[src/rtl/mcs_map.svh]
// Register map, field positions, reset values and timing counts of the
// matchcode sequencer. Assumes an APB master on the same 10 MHz clock.
//
// Behaviour
// - The step interval is settable from 1 to 32768, resets to 1, and is the amount added or taken off.
// - The master value wraps like a fixed-digit counter: 000-3 gives 997 and 999+3 gives 002.
// - In sequence mode the master moves by the step when a decoded value equals it, and on a no-read or mismatch when their own enables are on.
// - With match replacement on (reset off) and matching active, a match emits the match string.
// - With mismatch replacement on (reset off) and matching active, a mismatch emits the mismatch string.
// - Each replacement string holds up to 64 characters, defaulting to MATCH and MISMATCH.
// - The new-master input acts only while matching and its own enable (reset off) are both on.
// - After a valid new-master request the next good read is loaded as master entry 1.
// - The load status reads the index of the next entry to load, 0 meaning idle.
// - With one master, a trigger command or new-master input sets status 1; loading clears it.
// - Direction 0 increments (default) and 1 decrements the master by the step.
// - With sequence-on-no-read on (default) a no-read advances the master too.
`ifndef MCS_MAP_SVH
`define MCS_MAP_SVH

`define MCS_ADDR_W       12
`define MCS_OFF_CTRL     12'h000
`define MCS_OFF_STEP     12'h004
`define MCS_OFF_MASTER   12'h008
`define MCS_OFF_DIGITS   12'h00C
`define MCS_OFF_CMD      12'h010
`define MCS_OFF_LOADST   12'h014
`define MCS_OFF_MLEN     12'h018
`define MCS_OFF_MMLEN    12'h01C
`define MCS_PAGE_MSTR    4'h1
`define MCS_PAGE_MMSTR   4'h2

`define MCS_CTRL_MATCH_EN   0
`define MCS_CTRL_SEQ_MODE   1
`define MCS_CTRL_DIR        2
`define MCS_CTRL_SEQ_NOREAD 3
`define MCS_CTRL_SEQ_MISM   4
`define MCS_CTRL_MASTER_LOAD_STATUS_QUERY_EN    5
`define MCS_CTRL_MREPL_EN   6
`define MCS_CTRL_MMREPL_EN  7
`define MCS_CTRL_W          8
`define MCS_CTRL_RST        8'h08
`define MCS_CMD_TRIGGER     0

`define MCS_STEP_MIN     16'h0001
`define MCS_STEP_MAX     16'h8000
`define MCS_STEP_RST     16'h0001
`define MCS_DIGITS_MIN   4'h1
`define MCS_DIGITS_MAX   4'h9
`define MCS_DIGITS_RST   4'h3
`define MCS_STR_DEPTH    64
`define MCS_MSTR_TXT     40'h4D41544348
`define MCS_MSTR_LEN     7'h05
`define MCS_MMSTR_TXT    64'h4D49534D41544348
`define MCS_MMSTR_LEN    7'h08

`define MCS_CLK_HZ       10000000
`define MCS_MASTER_LOAD_STATUS_QUERY_MS      10
`define MCS_MASTER_LOAD_STATUS_QUERY_CYCLES  ((`MCS_MASTER_LOAD_STATUS_QUERY_MS * `MCS_CLK_HZ) / 1000)

`endif

[src/rtl/mcs_pkg.sv]
// Types shared by the matchcode sequencer and its surroundings.
// Assumes the map header supplies all numeric constants.
package mcs_pkg;

  typedef enum {
    MCS_ST_IDLE,
    MCS_ST_EMIT
  } mcs_state_type;

  typedef enum logic [1:0] {
    MCS_RES_MATCH,
    MCS_RES_MISMATCH,
    MCS_RES_NOREAD,
    MCS_RES_LOADED
  } mcs_kind_type;

  typedef struct packed {
    logic        good;
    logic        numeric;
    logic [29:0] value;
  } mcs_read_type;

  typedef struct packed {
    mcs_kind_type kind;
    logic         replaced;
  } mcs_result_type;

  typedef struct packed {
    logic [7:0] code;
    logic       last;
  } mcs_char_type;

endpackage

[src/rtl/mcs_sequencer.sv]
// Matchcode sequencer: master value, stepping, replacement strings and
// new-master loading, with an APB register slave.
// Assumes decode results and APB come from logic on i_clk; the new-master
// pin is asynchronous.
//
// Local design decisions: the address map and register access over APB.
`timescale 1ns/1ps
`include "mcs_map.svh"

module mcs_sequencer
  import mcs_pkg::*;
#(
  parameter int VAL_W       = 30,
  parameter int MASTER_LOAD_STATUS_QUERY_CYCLES = `MCS_MASTER_LOAD_STATUS_QUERY_CYCLES
) (
  // Clock and reset
  input  wire logic                   i_clk,
  input  wire logic                   i_rst_n,
  // APB slave
  input  wire logic                   i_psel,
  input  wire logic                   i_penable,
  input  wire logic                   i_pwrite,
  input  wire logic [`MCS_ADDR_W-1:0] i_paddr,
  input  wire logic [31:0]            i_pwdata,
  output logic      [31:0]            o_prdata,
  output logic                        o_pready,
  output logic                        o_pslverr,
  // Decode results
  input  wire logic                   i_rd_valid,
  input  wire mcs_read_type           i_rd,
  output logic                        o_rd_ready,
  // New-master pin
  input  wire logic                   i_new_master,
  // Result and replacement characters
  output logic                        o_res_valid,
  output mcs_result_type              o_res,
  output logic                        o_chr_valid,
  output mcs_char_type                o_chr,
  input  wire logic                   i_chr_ready
);

  // ------------------------------------------------------------------
  // Registers
  // ------------------------------------------------------------------
  logic [`MCS_CTRL_W-1:0] ctrl;
  logic [15:0]            step;
  logic [VAL_W-1:0]       master;
  logic [3:0]             digits;
  logic [1:0]             load_status;
  logic [6:0]             mlen;
  logic [6:0]             mmlen;
  logic [7:0]             mstr  [`MCS_STR_DEPTH];
  logic [7:0]             mmstr [`MCS_STR_DEPTH];
  mcs_state_type          state;
  logic                   emit_sel;
  logic [5:0]             emit_idx;
  logic                   master_load_status_query_s1;
  logic                   master_load_status_query_s2;
  logic [31:0]            master_load_status_query_cnt;
  logic                   master_load_status_query_done;

  // ------------------------------------------------------------------
  // APB decode
  // ------------------------------------------------------------------
  wire       setup    = i_psel && !i_penable;
  wire       wr       = i_psel && i_penable && i_pwrite;
  wire [3:0] page     = i_paddr[11:8];
  wire [5:0] sidx     = i_paddr[7:2];
  wire       hit_ctrl = (i_paddr == `MCS_OFF_CTRL);
  wire       hit_step = (i_paddr == `MCS_OFF_STEP);
  wire       hit_mst  = (i_paddr == `MCS_OFF_MASTER);
  wire       hit_dig  = (i_paddr == `MCS_OFF_DIGITS);
  wire       hit_cmd  = (i_paddr == `MCS_OFF_CMD);
  wire       hit_lst  = (i_paddr == `MCS_OFF_LOADST);
  wire       hit_mlen = (i_paddr == `MCS_OFF_MLEN);
  wire       hit_mml  = (i_paddr == `MCS_OFF_MMLEN);
  wire       hit_ms   = (page == `MCS_PAGE_MSTR) && (i_paddr[1:0] == 2'b00);
  wire       hit_mms  = (page == `MCS_PAGE_MMSTR) && (i_paddr[1:0] == 2'b00);
  wire       hit_any  = hit_ctrl | hit_step | hit_mst | hit_dig | hit_cmd
                      | hit_lst | hit_mlen | hit_mml | hit_ms | hit_mms;

  // Out-of-range settings are clamped so the counter never sees step 0
  // Upper bound first, so a large value with zero low bits is not taken as 0
  wire [15:0] wr_step = (i_pwdata[31:0] > 32'(`MCS_STEP_MAX)) ? `MCS_STEP_MAX :
                        (i_pwdata[15:0] == 16'h0000) ? `MCS_STEP_MIN :
                        i_pwdata[15:0];
  wire [3:0]  wr_dig  = (i_pwdata[31:0] > 32'(`MCS_DIGITS_MAX)) ? `MCS_DIGITS_MAX :
                        (i_pwdata[3:0] == 4'h0) ? `MCS_DIGITS_MIN :
                        i_pwdata[3:0];
  wire [6:0]  wr_len  = (i_pwdata[31:0] > 32'(`MCS_STR_DEPTH)) ?
                        7'(`MCS_STR_DEPTH) : i_pwdata[6:0];

  logic [31:0] rd_mux;
  always_comb begin
    rd_mux = 32'h00000000;
    if (hit_ctrl) rd_mux = 32'(ctrl);
    if (hit_step) rd_mux = 32'(step);
    if (hit_mst)  rd_mux = 32'(master);
    if (hit_dig)  rd_mux = 32'(digits);
    if (hit_lst)  rd_mux = 32'(load_status);
    if (hit_mlen) rd_mux = 32'(mlen);
    if (hit_mml)  rd_mux = 32'(mmlen);
    if (hit_ms)   rd_mux = 32'(mstr[sidx]);
    if (hit_mms)  rd_mux = 32'(mmstr[sidx]);
  end

  // Read data is caught in the setup cycle, so the access phase needs no wait
  assign o_pready = 1'b1;
  always_ff @(posedge i_clk or negedge i_rst_n) begin
    if (!i_rst_n) begin
      o_prdata  <= 32'h00000000;
      o_pslverr <= 1'b0;
    end else if (setup) begin
      o_prdata  <= i_pwrite ? 32'h00000000 : rd_mux;
      o_pslverr <= !hit_any;
    end
  end

  // ------------------------------------------------------------------
  // Master arithmetic
  // ------------------------------------------------------------------
  function automatic logic [VAL_W:0] pow10(input logic [3:0] d);
    case (d)
      4'h1:    pow10 = (VAL_W+1)'(10);
      4'h2:    pow10 = (VAL_W+1)'(100);
      4'h3:    pow10 = (VAL_W+1)'(1000);
      4'h4:    pow10 = (VAL_W+1)'(10000);
      4'h5:    pow10 = (VAL_W+1)'(100000);
      4'h6:    pow10 = (VAL_W+1)'(1000000);
      4'h7:    pow10 = (VAL_W+1)'(10000000);
      4'h8:    pow10 = (VAL_W+1)'(100000000);
      default: pow10 = (VAL_W+1)'(1000000000);
    endcase
  endfunction

  // Step is reduced first so one correction keeps the result in range
  wire [VAL_W:0] modulus  = pow10(digits);
  wire [VAL_W:0] step_red = (VAL_W+1)'(step) % modulus;
  wire [VAL_W:0] sum      = (VAL_W+1)'(master) + step_red;
  wire [VAL_W:0] inc_val  = (sum >= modulus) ? sum - modulus : sum;
  wire [VAL_W:0] dec_val  = ((VAL_W+1)'(master) >= step_red) ?
                            (VAL_W+1)'(master) - step_red :
                            (VAL_W+1)'(master) + modulus - step_red;
  wire [VAL_W-1:0] seq_val = ctrl[`MCS_CTRL_DIR] ? dec_val[VAL_W-1:0] :
                             inc_val[VAL_W-1:0];

  // ------------------------------------------------------------------
  // Read classification
  // ------------------------------------------------------------------
  wire take      = i_rd_valid && o_rd_ready;
  wire active    = ctrl[`MCS_CTRL_MATCH_EN];
  wire loading   = take && i_rd.good && (load_status != 2'd0);
  wire is_match  = i_rd.good && i_rd.numeric && (i_rd.value == master);
  wire ev_match  = take && active && !loading && is_match;
  wire ev_mism   = take && active && !loading && i_rd.good && !is_match;
  wire ev_nord   = take && active && !i_rd.good;
  wire seq_on    = ctrl[`MCS_CTRL_SEQ_MODE];
  // A mismatch leaves the master alone unless sequencing on mismatch is on
  wire adv_mism  = ctrl[`MCS_CTRL_SEQ_MISM];
  wire advance   = seq_on && (ev_match
                 || (ev_nord && ctrl[`MCS_CTRL_SEQ_NOREAD])
                 || (ev_mism && adv_mism));
  wire rep_match = ev_match && ctrl[`MCS_CTRL_MREPL_EN] && (mlen != 7'h00);
  wire rep_mism  = ev_mism && ctrl[`MCS_CTRL_MMREPL_EN]
                 && (mmlen != 7'h00);

  // ------------------------------------------------------------------
  // New-master pin: synchroniser and 10 ms qualifier
  // ------------------------------------------------------------------
  wire master_load_status_query_gate = active && ctrl[`MCS_CTRL_MASTER_LOAD_STATUS_QUERY_EN];
  wire master_load_status_query_hit  = master_load_status_query_s2 && !master_load_status_query_done && (master_load_status_query_cnt == 32'(MASTER_LOAD_STATUS_QUERY_CYCLES - 1));

  always_ff @(posedge i_clk or negedge i_rst_n) begin
    if (!i_rst_n) begin
      master_load_status_query_s1 <= 1'b0;
      master_load_status_query_s2 <= 1'b0;
    end else begin
      master_load_status_query_s1 <= i_new_master;
      master_load_status_query_s2 <= master_load_status_query_s1;
    end
  end

  // Count restarts on every drop, so a short pulse never qualifies
  always_ff @(posedge i_clk or negedge i_rst_n) begin
    if (!i_rst_n) begin
      master_load_status_query_cnt  <= 32'h00000000;
      master_load_status_query_done <= 1'b0;
    end else if (!master_load_status_query_s2) begin
      master_load_status_query_cnt  <= 32'h00000000;
      master_load_status_query_done <= 1'b0;
    end else if (!master_load_status_query_done) begin
      master_load_status_query_cnt  <= master_load_status_query_cnt + 32'h00000001;
      master_load_status_query_done <= master_load_status_query_hit;
    end
  end

  // One master entry: a request arms index 1, the load returns to idle
  wire trig_cmd  = wr && hit_cmd && i_pwdata[`MCS_CMD_TRIGGER];
  wire load_req  = trig_cmd || (master_load_status_query_hit && master_load_status_query_gate);
  always_ff @(posedge i_clk or negedge i_rst_n) begin
    if (!i_rst_n) begin
      load_status <= 2'd0;
    end else if (load_req) begin
      load_status <= 2'd1;
    end else if (loading) begin
      load_status <= 2'd0;
    end
  end

  // ------------------------------------------------------------------
  // Control and master registers
  // ------------------------------------------------------------------
  always_ff @(posedge i_clk or negedge i_rst_n) begin
    if (!i_rst_n) begin
      ctrl   <= `MCS_CTRL_RST;
      step   <= `MCS_STEP_RST;
      digits <= `MCS_DIGITS_RST;
      mlen   <= `MCS_MSTR_LEN;
      mmlen  <= `MCS_MMSTR_LEN;
    end else if (wr) begin
      if (hit_ctrl) ctrl   <= i_pwdata[`MCS_CTRL_W-1:0];
      if (hit_step) step   <= wr_step;
      if (hit_dig)  digits <= wr_dig;
      if (hit_mlen) mlen   <= wr_len;
      if (hit_mml)  mmlen  <= wr_len;
    end
  end

  // A software write of the master takes priority over sequencing
  always_ff @(posedge i_clk or negedge i_rst_n) begin
    if (!i_rst_n) begin
      master    <= '0;
    end else begin
      if (wr && hit_mst) begin
        master <= i_pwdata[VAL_W-1:0];
      end else if (loading) begin
        master <= i_rd.value;
      end else if (advance) begin
        master <= seq_val;
      end
    end
  end

  // ------------------------------------------------------------------
  // Replacement string storage
  // ------------------------------------------------------------------
  for (genvar g = 0; g < `MCS_STR_DEPTH; g++) begin : g_str
    localparam logic [7:0] M_RST  = (g < 5) ?
      8'(`MCS_MSTR_TXT >> ((4 - g) * 8)) : 8'h00;
    localparam logic [7:0] MM_RST = (g < 8) ?
      8'(`MCS_MMSTR_TXT >> ((7 - g) * 8)) : 8'h00;
    always_ff @(posedge i_clk or negedge i_rst_n) begin
      if (!i_rst_n) begin
        mstr[g]  <= M_RST;
        mmstr[g] <= MM_RST;
      end else if (wr && (sidx == 6'(g))) begin
        if (hit_ms)  mstr[g]  <= i_pwdata[7:0];
        if (hit_mms) mmstr[g] <= i_pwdata[7:0];
      end
    end
  end

  // ------------------------------------------------------------------
  // Result and character output
  // ------------------------------------------------------------------
  wire [6:0] emit_len  = emit_sel ? mmlen : mlen;
  wire       emit_last = (7'(emit_idx) + 7'h01 >= emit_len);
  wire       chr_step  = (state == MCS_ST_EMIT) && i_chr_ready;

  // Decode results stall while a string is being sent
  assign o_rd_ready  = (state == MCS_ST_IDLE);
  assign o_chr_valid = (state == MCS_ST_EMIT);

  always_ff @(posedge i_clk or negedge i_rst_n) begin
    if (!i_rst_n) begin
      state    <= MCS_ST_IDLE;
      emit_sel <= 1'b0;
      emit_idx <= 6'h00;
    end else begin
      case (state)
        MCS_ST_IDLE: begin
          if (rep_match || rep_mism) begin
            state    <= MCS_ST_EMIT;
            emit_sel <= rep_mism;
            emit_idx <= 6'h00;
          end
        end
        MCS_ST_EMIT: begin
          if (chr_step) begin
            emit_idx <= emit_idx + 6'h01;
            if (emit_last) begin
              state <= MCS_ST_IDLE;
            end
          end
        end
        default: begin
          state <= MCS_ST_IDLE;
        end
      endcase
    end
  end

  always_comb begin
    o_chr.code = emit_sel ? mmstr[emit_idx] : mstr[emit_idx];
    o_chr.last = emit_last;
  end

  always_ff @(posedge i_clk or negedge i_rst_n) begin
    if (!i_rst_n) begin
      o_res_valid  <= 1'b0;
      o_res        <= '{kind: MCS_RES_NOREAD, replaced: 1'b0};
    end else begin
      o_res_valid  <= loading || ev_match || ev_mism || ev_nord;
      o_res.replaced <= rep_match || rep_mism;
      if (loading) begin
        o_res.kind <= MCS_RES_LOADED;
      end else if (ev_match) begin
        o_res.kind <= MCS_RES_MATCH;
      end else if (ev_mism) begin
        o_res.kind <= MCS_RES_MISMATCH;
      end else begin
        o_res.kind <= MCS_RES_NOREAD;
      end
    end
  end

endmodule

[config.mk]
export PLATFORM = sky130hd
export DESIGN_NAME = mcs_sequencer
export DESIGN_NICKNAME = d
export VERILOG_FILES = /design/src/rtl/mcs_pkg.sv /design/src/rtl/mcs_sequencer.sv
export VERILOG_INCLUDE_DIRS = /design/src /design/src/rtl
export SDC_FILE = /design/constraint.sdc
export NUM_CORES = 2
export LEC_CHECK = 0
export ABC_AREA = 0
export BUFFER_PORTS_ARGS = -buffer_cell sky130_fd_sc_hd__buf_2
export CORE_MARGIN = 2
export CORE_UTILIZATION = 60
export DETAILED_ROUTE_END_ITERATION = 10
export PLACE_DENSITY = 0.73
export SKIP_LAST_GASP = 1
export SYNTH_ARGS = -nofsm -noshare
export SYNTH_HDL_FRONTEND = slang
export SYNTH_SLANG_ARGS = --single-unit
[constraint.sdc]
create_clock -name i_clk -period 86.9 [get_ports i_clk]
set_input_delay 13.035 -clock i_clk [delete_from_list [all_inputs] [get_ports i_clk]]
set_output_delay 13.035 -clock i_clk [all_outputs]
set_load 0.005 [all_outputs]
==> out/results.ini <==
[sta]
slew_headroom=0.00536
hold_violations=0
final-max-slew-violation-count=0
min_period_ps=80730
setup-tns-final_ps=0
hold_ws_ps=367
finClkSkew_ps=55.5
rsz0062_at_grt=false
finalCritPeriodShare=0.929
setup_viol=0
clock.fmax_ghz=0.0124
worstMarginPinSlew_ps=1490

[cells_and_area]
nets=9327
area_growth_pct=6.92
fin_cells=10800
layout-drive-gt1-share=0.274

[routing]
first_pass_iters=7
drt_wl_total_um=316000
num_vias=75800
vias_per_cell=7.04
drc=0
ant_nets=0
wl_per_cell_um=29.4
drtIter0Drc=8147

[logic_synthesis]
async_flop_share=1.00
synth_top_family_by_area=multiplexers
ys_warn_count=0
synth_edf_count=0
yosys-mux-area-fraction=0.296
ys_ff_latch=1175
postSynthCellCount=8700
synth-simple-area-share=0.106
ys_types=120
synth_ff_type=dfrtp_1
synth_fa_ha_area_frac=0.0868
synth_compound_area_frac=0.128
synth_area_per_cell_um2=10.9
seq_area_frac_synth=0.312
syn_area_mm2=0.0944
synth_xor_xnor_area_share=0.0429

[floorplanning]
start_util=0.604
chipWidth_um=401
num_rows=145
die_area_mm2=0.161
io_pins=133
core-area_mm2=0.156
die_h_um=401

[setup_path]
rrSetupSlack_ps=6170
r2r-end=master[1]
cp_top_family=compound AO/OA/AOI/OAI gates
crit_required_ps=87530
reg2reg_from=digits[1]
cp-endpoint=master[1]
path_buf_inv=12
path_depth=272
worstRegToRegCells=272
crit_fanout=55
cp-end-kind=register
startpoint=digits[1]
worst_path_most_repeated_cell=ha_1
cp.arrival_ps=81360
crit_slowest_cell=or3_1
max_stage_delay_ps=760
crit_type=reg -> reg
start_kind=register

[cts]
path_clk_slew_ps=70
htreeDepth=3
cts_tree=yes
postCtsHoldBufs=0
insertion_delay_ps=780
cts_root_buf=clkbuf_16
cts-buffers-inserted=112
clock_sinks=1175
clock_path_buffers=3

[global_routing]
grt_pass1_vias=75900
track_usage=0.389
grt_pass1_wl_um=475000
antenna_found_initial=21
overflow=0
grt_max_degree=177

[hold_path]
holdCritPathClass=reg -> reg

[place]
place_inst=10600
dp_hpwl_um=223000
numPortBuffers=129
gp_congestion=1.04

[run]
cap_violations=1

[outcome]
violations=max-capacitance violations
status=complete, but fails checks

-- sequential cells by signal, summed over array words and instances (netlist names), 3 cells and up --
register and flops:
ctrl 8, digits 4, emit_idx 6, master 30, master_load_status_query_cnt 32, mlen 7, mmlen 7, mmstr 512
mstr 512, o_prdata 30, o_res 3, step 16
-- cells by family (layout without fill, tap and decap cells) --
family                   after synthesis  count (layout)
XOR/XNOR                             462             462
AO/OA/AOI/OAI                       1789            1789
flip-flops                          1175            1175
buffers and inverters                695             684
multiplexers                        1821            1821
adder cells (fa/ha/maj)              636             636
AND/OR/NAND/NOR                     2120            2120
other                                  2              22
-- cells in the mapped netlist (47+ instances only) --
cell type     n  area [µm²]
o21ai_0     364        1820
nand3_1     133         666
xor2_1      175        1530
nand2b_1     71         444
clkbuf_1    379        1420
a21o_1      188        1410
ha_1        603        7540
dfstp_2      47        1230
nor2_1      582        2180
and2_1       64         400
xnor2_1     287        2510
mux4_2      672       15100
mux2_2     1042       11700
nor3_1      156         781
a21oi_1     420        2100
nand4_1      49         307
inv_1       210         788
a31oi_1      64         400
nand2_1     676        2540
buf_1        64         240
nor2b_1      85         532
and3_1       52         325
mux2i_1     103        1030
or3_1        87         544
o211ai_1     49         368
a211oi_1     55         413
o21a_1      119         893
dfrtp_1    1128       28200
-- routing by layer --
layer	wire length [µm]	part of all wire	GRT usage	vias to the layer above
met3	31500	0.10	0.0912	1044
met2	143000	0.45	0.605	3976
met4	22100	0.070	0.233	28
met5	181	0.00057	0	-
met1	119000	0.38	0.498	37900
li1	-	-	-	32900
-- final cells by class --
type                    instances  area (µm²)
flip-flops and latches       1175       29500
multi-input cells            6846       62500
clock buffers                 169        3300
clock inverters                42         546
fillers                     12000       55300
inverters                     215         807
well taps                    2058        2570
repair buffers                258        1730
diodes                          4        10.0
-- how the worst min path moves through the flow --
stage | startpoint | endpoint | slack [ps] | cells after the start
floorplan | master_load_status_query_s1 | master_load_status_query_s2 | 330 | 0
global placement | master_load_status_query_s1 | master_load_status_query_s2 | 330 | 0
detailed placement | master_load_status_query_s1 | master_load_status_query_s2 | 340 | 0
CTS | master_load_status_query_s1 | master_load_status_query_s2 | 370 | 0
global route | master_load_status_query_s1 | master_load_status_query_s2 | 380 | 0
finish | master_load_status_query_s1 | master_load_status_query_s2 | 370 | 0
-- cell usage in the layout, fill, tap and decap left out, drive strengths merged, types with 31 or more instances in the layout --
cell / synthesis / final
or3: 88 / 88
and2: 66 / 66
nor4: 47 / 47
a22o: 46 / 46
fa: 32 / 32
buf: 101 / 258
o31ai: 47 / 47
xor2: 175 / 175
ha: 603 / 603
clkinv: 0 / 31
a21oi: 428 / 428
clkbuf: 379 / 169
a21o: 188 / 188
xnor2: 287 / 287
o21bai: 38 / 38
o21a: 122 / 122
dfrtp: 1128 / 1128
o21ai: 401 / 401
mux4: 672 / 672
or2: 40 / 40
nand2b: 71 / 71
mux2: 1045 / 1045
a22oi: 47 / 47
and3: 52 / 52
dfstp: 47 / 47
a211oi: 61 / 61
nor2: 584 / 584
o211ai: 50 / 50
nand2: 679 / 679
nor3: 158 / 158
mux2i: 104 / 104
nand4: 49 / 49
a31oi: 64 / 64
nor2b: 85 / 85
a221oi: 42 / 42
inv: 215 / 216
nand3: 134 / 134
-- timing repair --
item                       CTS  global route
setup buffers                0             0
hold endpoints to repair     0             0
resized for setup            0             5
setup endpoints to repair    0            29
-- per-stage QoR --
step / cell area, µm² / setup WS (ps) / util
CTS: 101000 / 6180 / 0.646
finish: 101000 / 6170 / 0.646
detailed placement: 97100 / 6450 / 0.621
global placement: 97100 / 8710 / 0.621
global route: 101000 / 362 / 0.646
floorplan: 94500 / 18600 / -
Power is left out: the tool's default activity adds up to more than one toggle a clock period on the data nets, which glitch-free logic cannot reach.
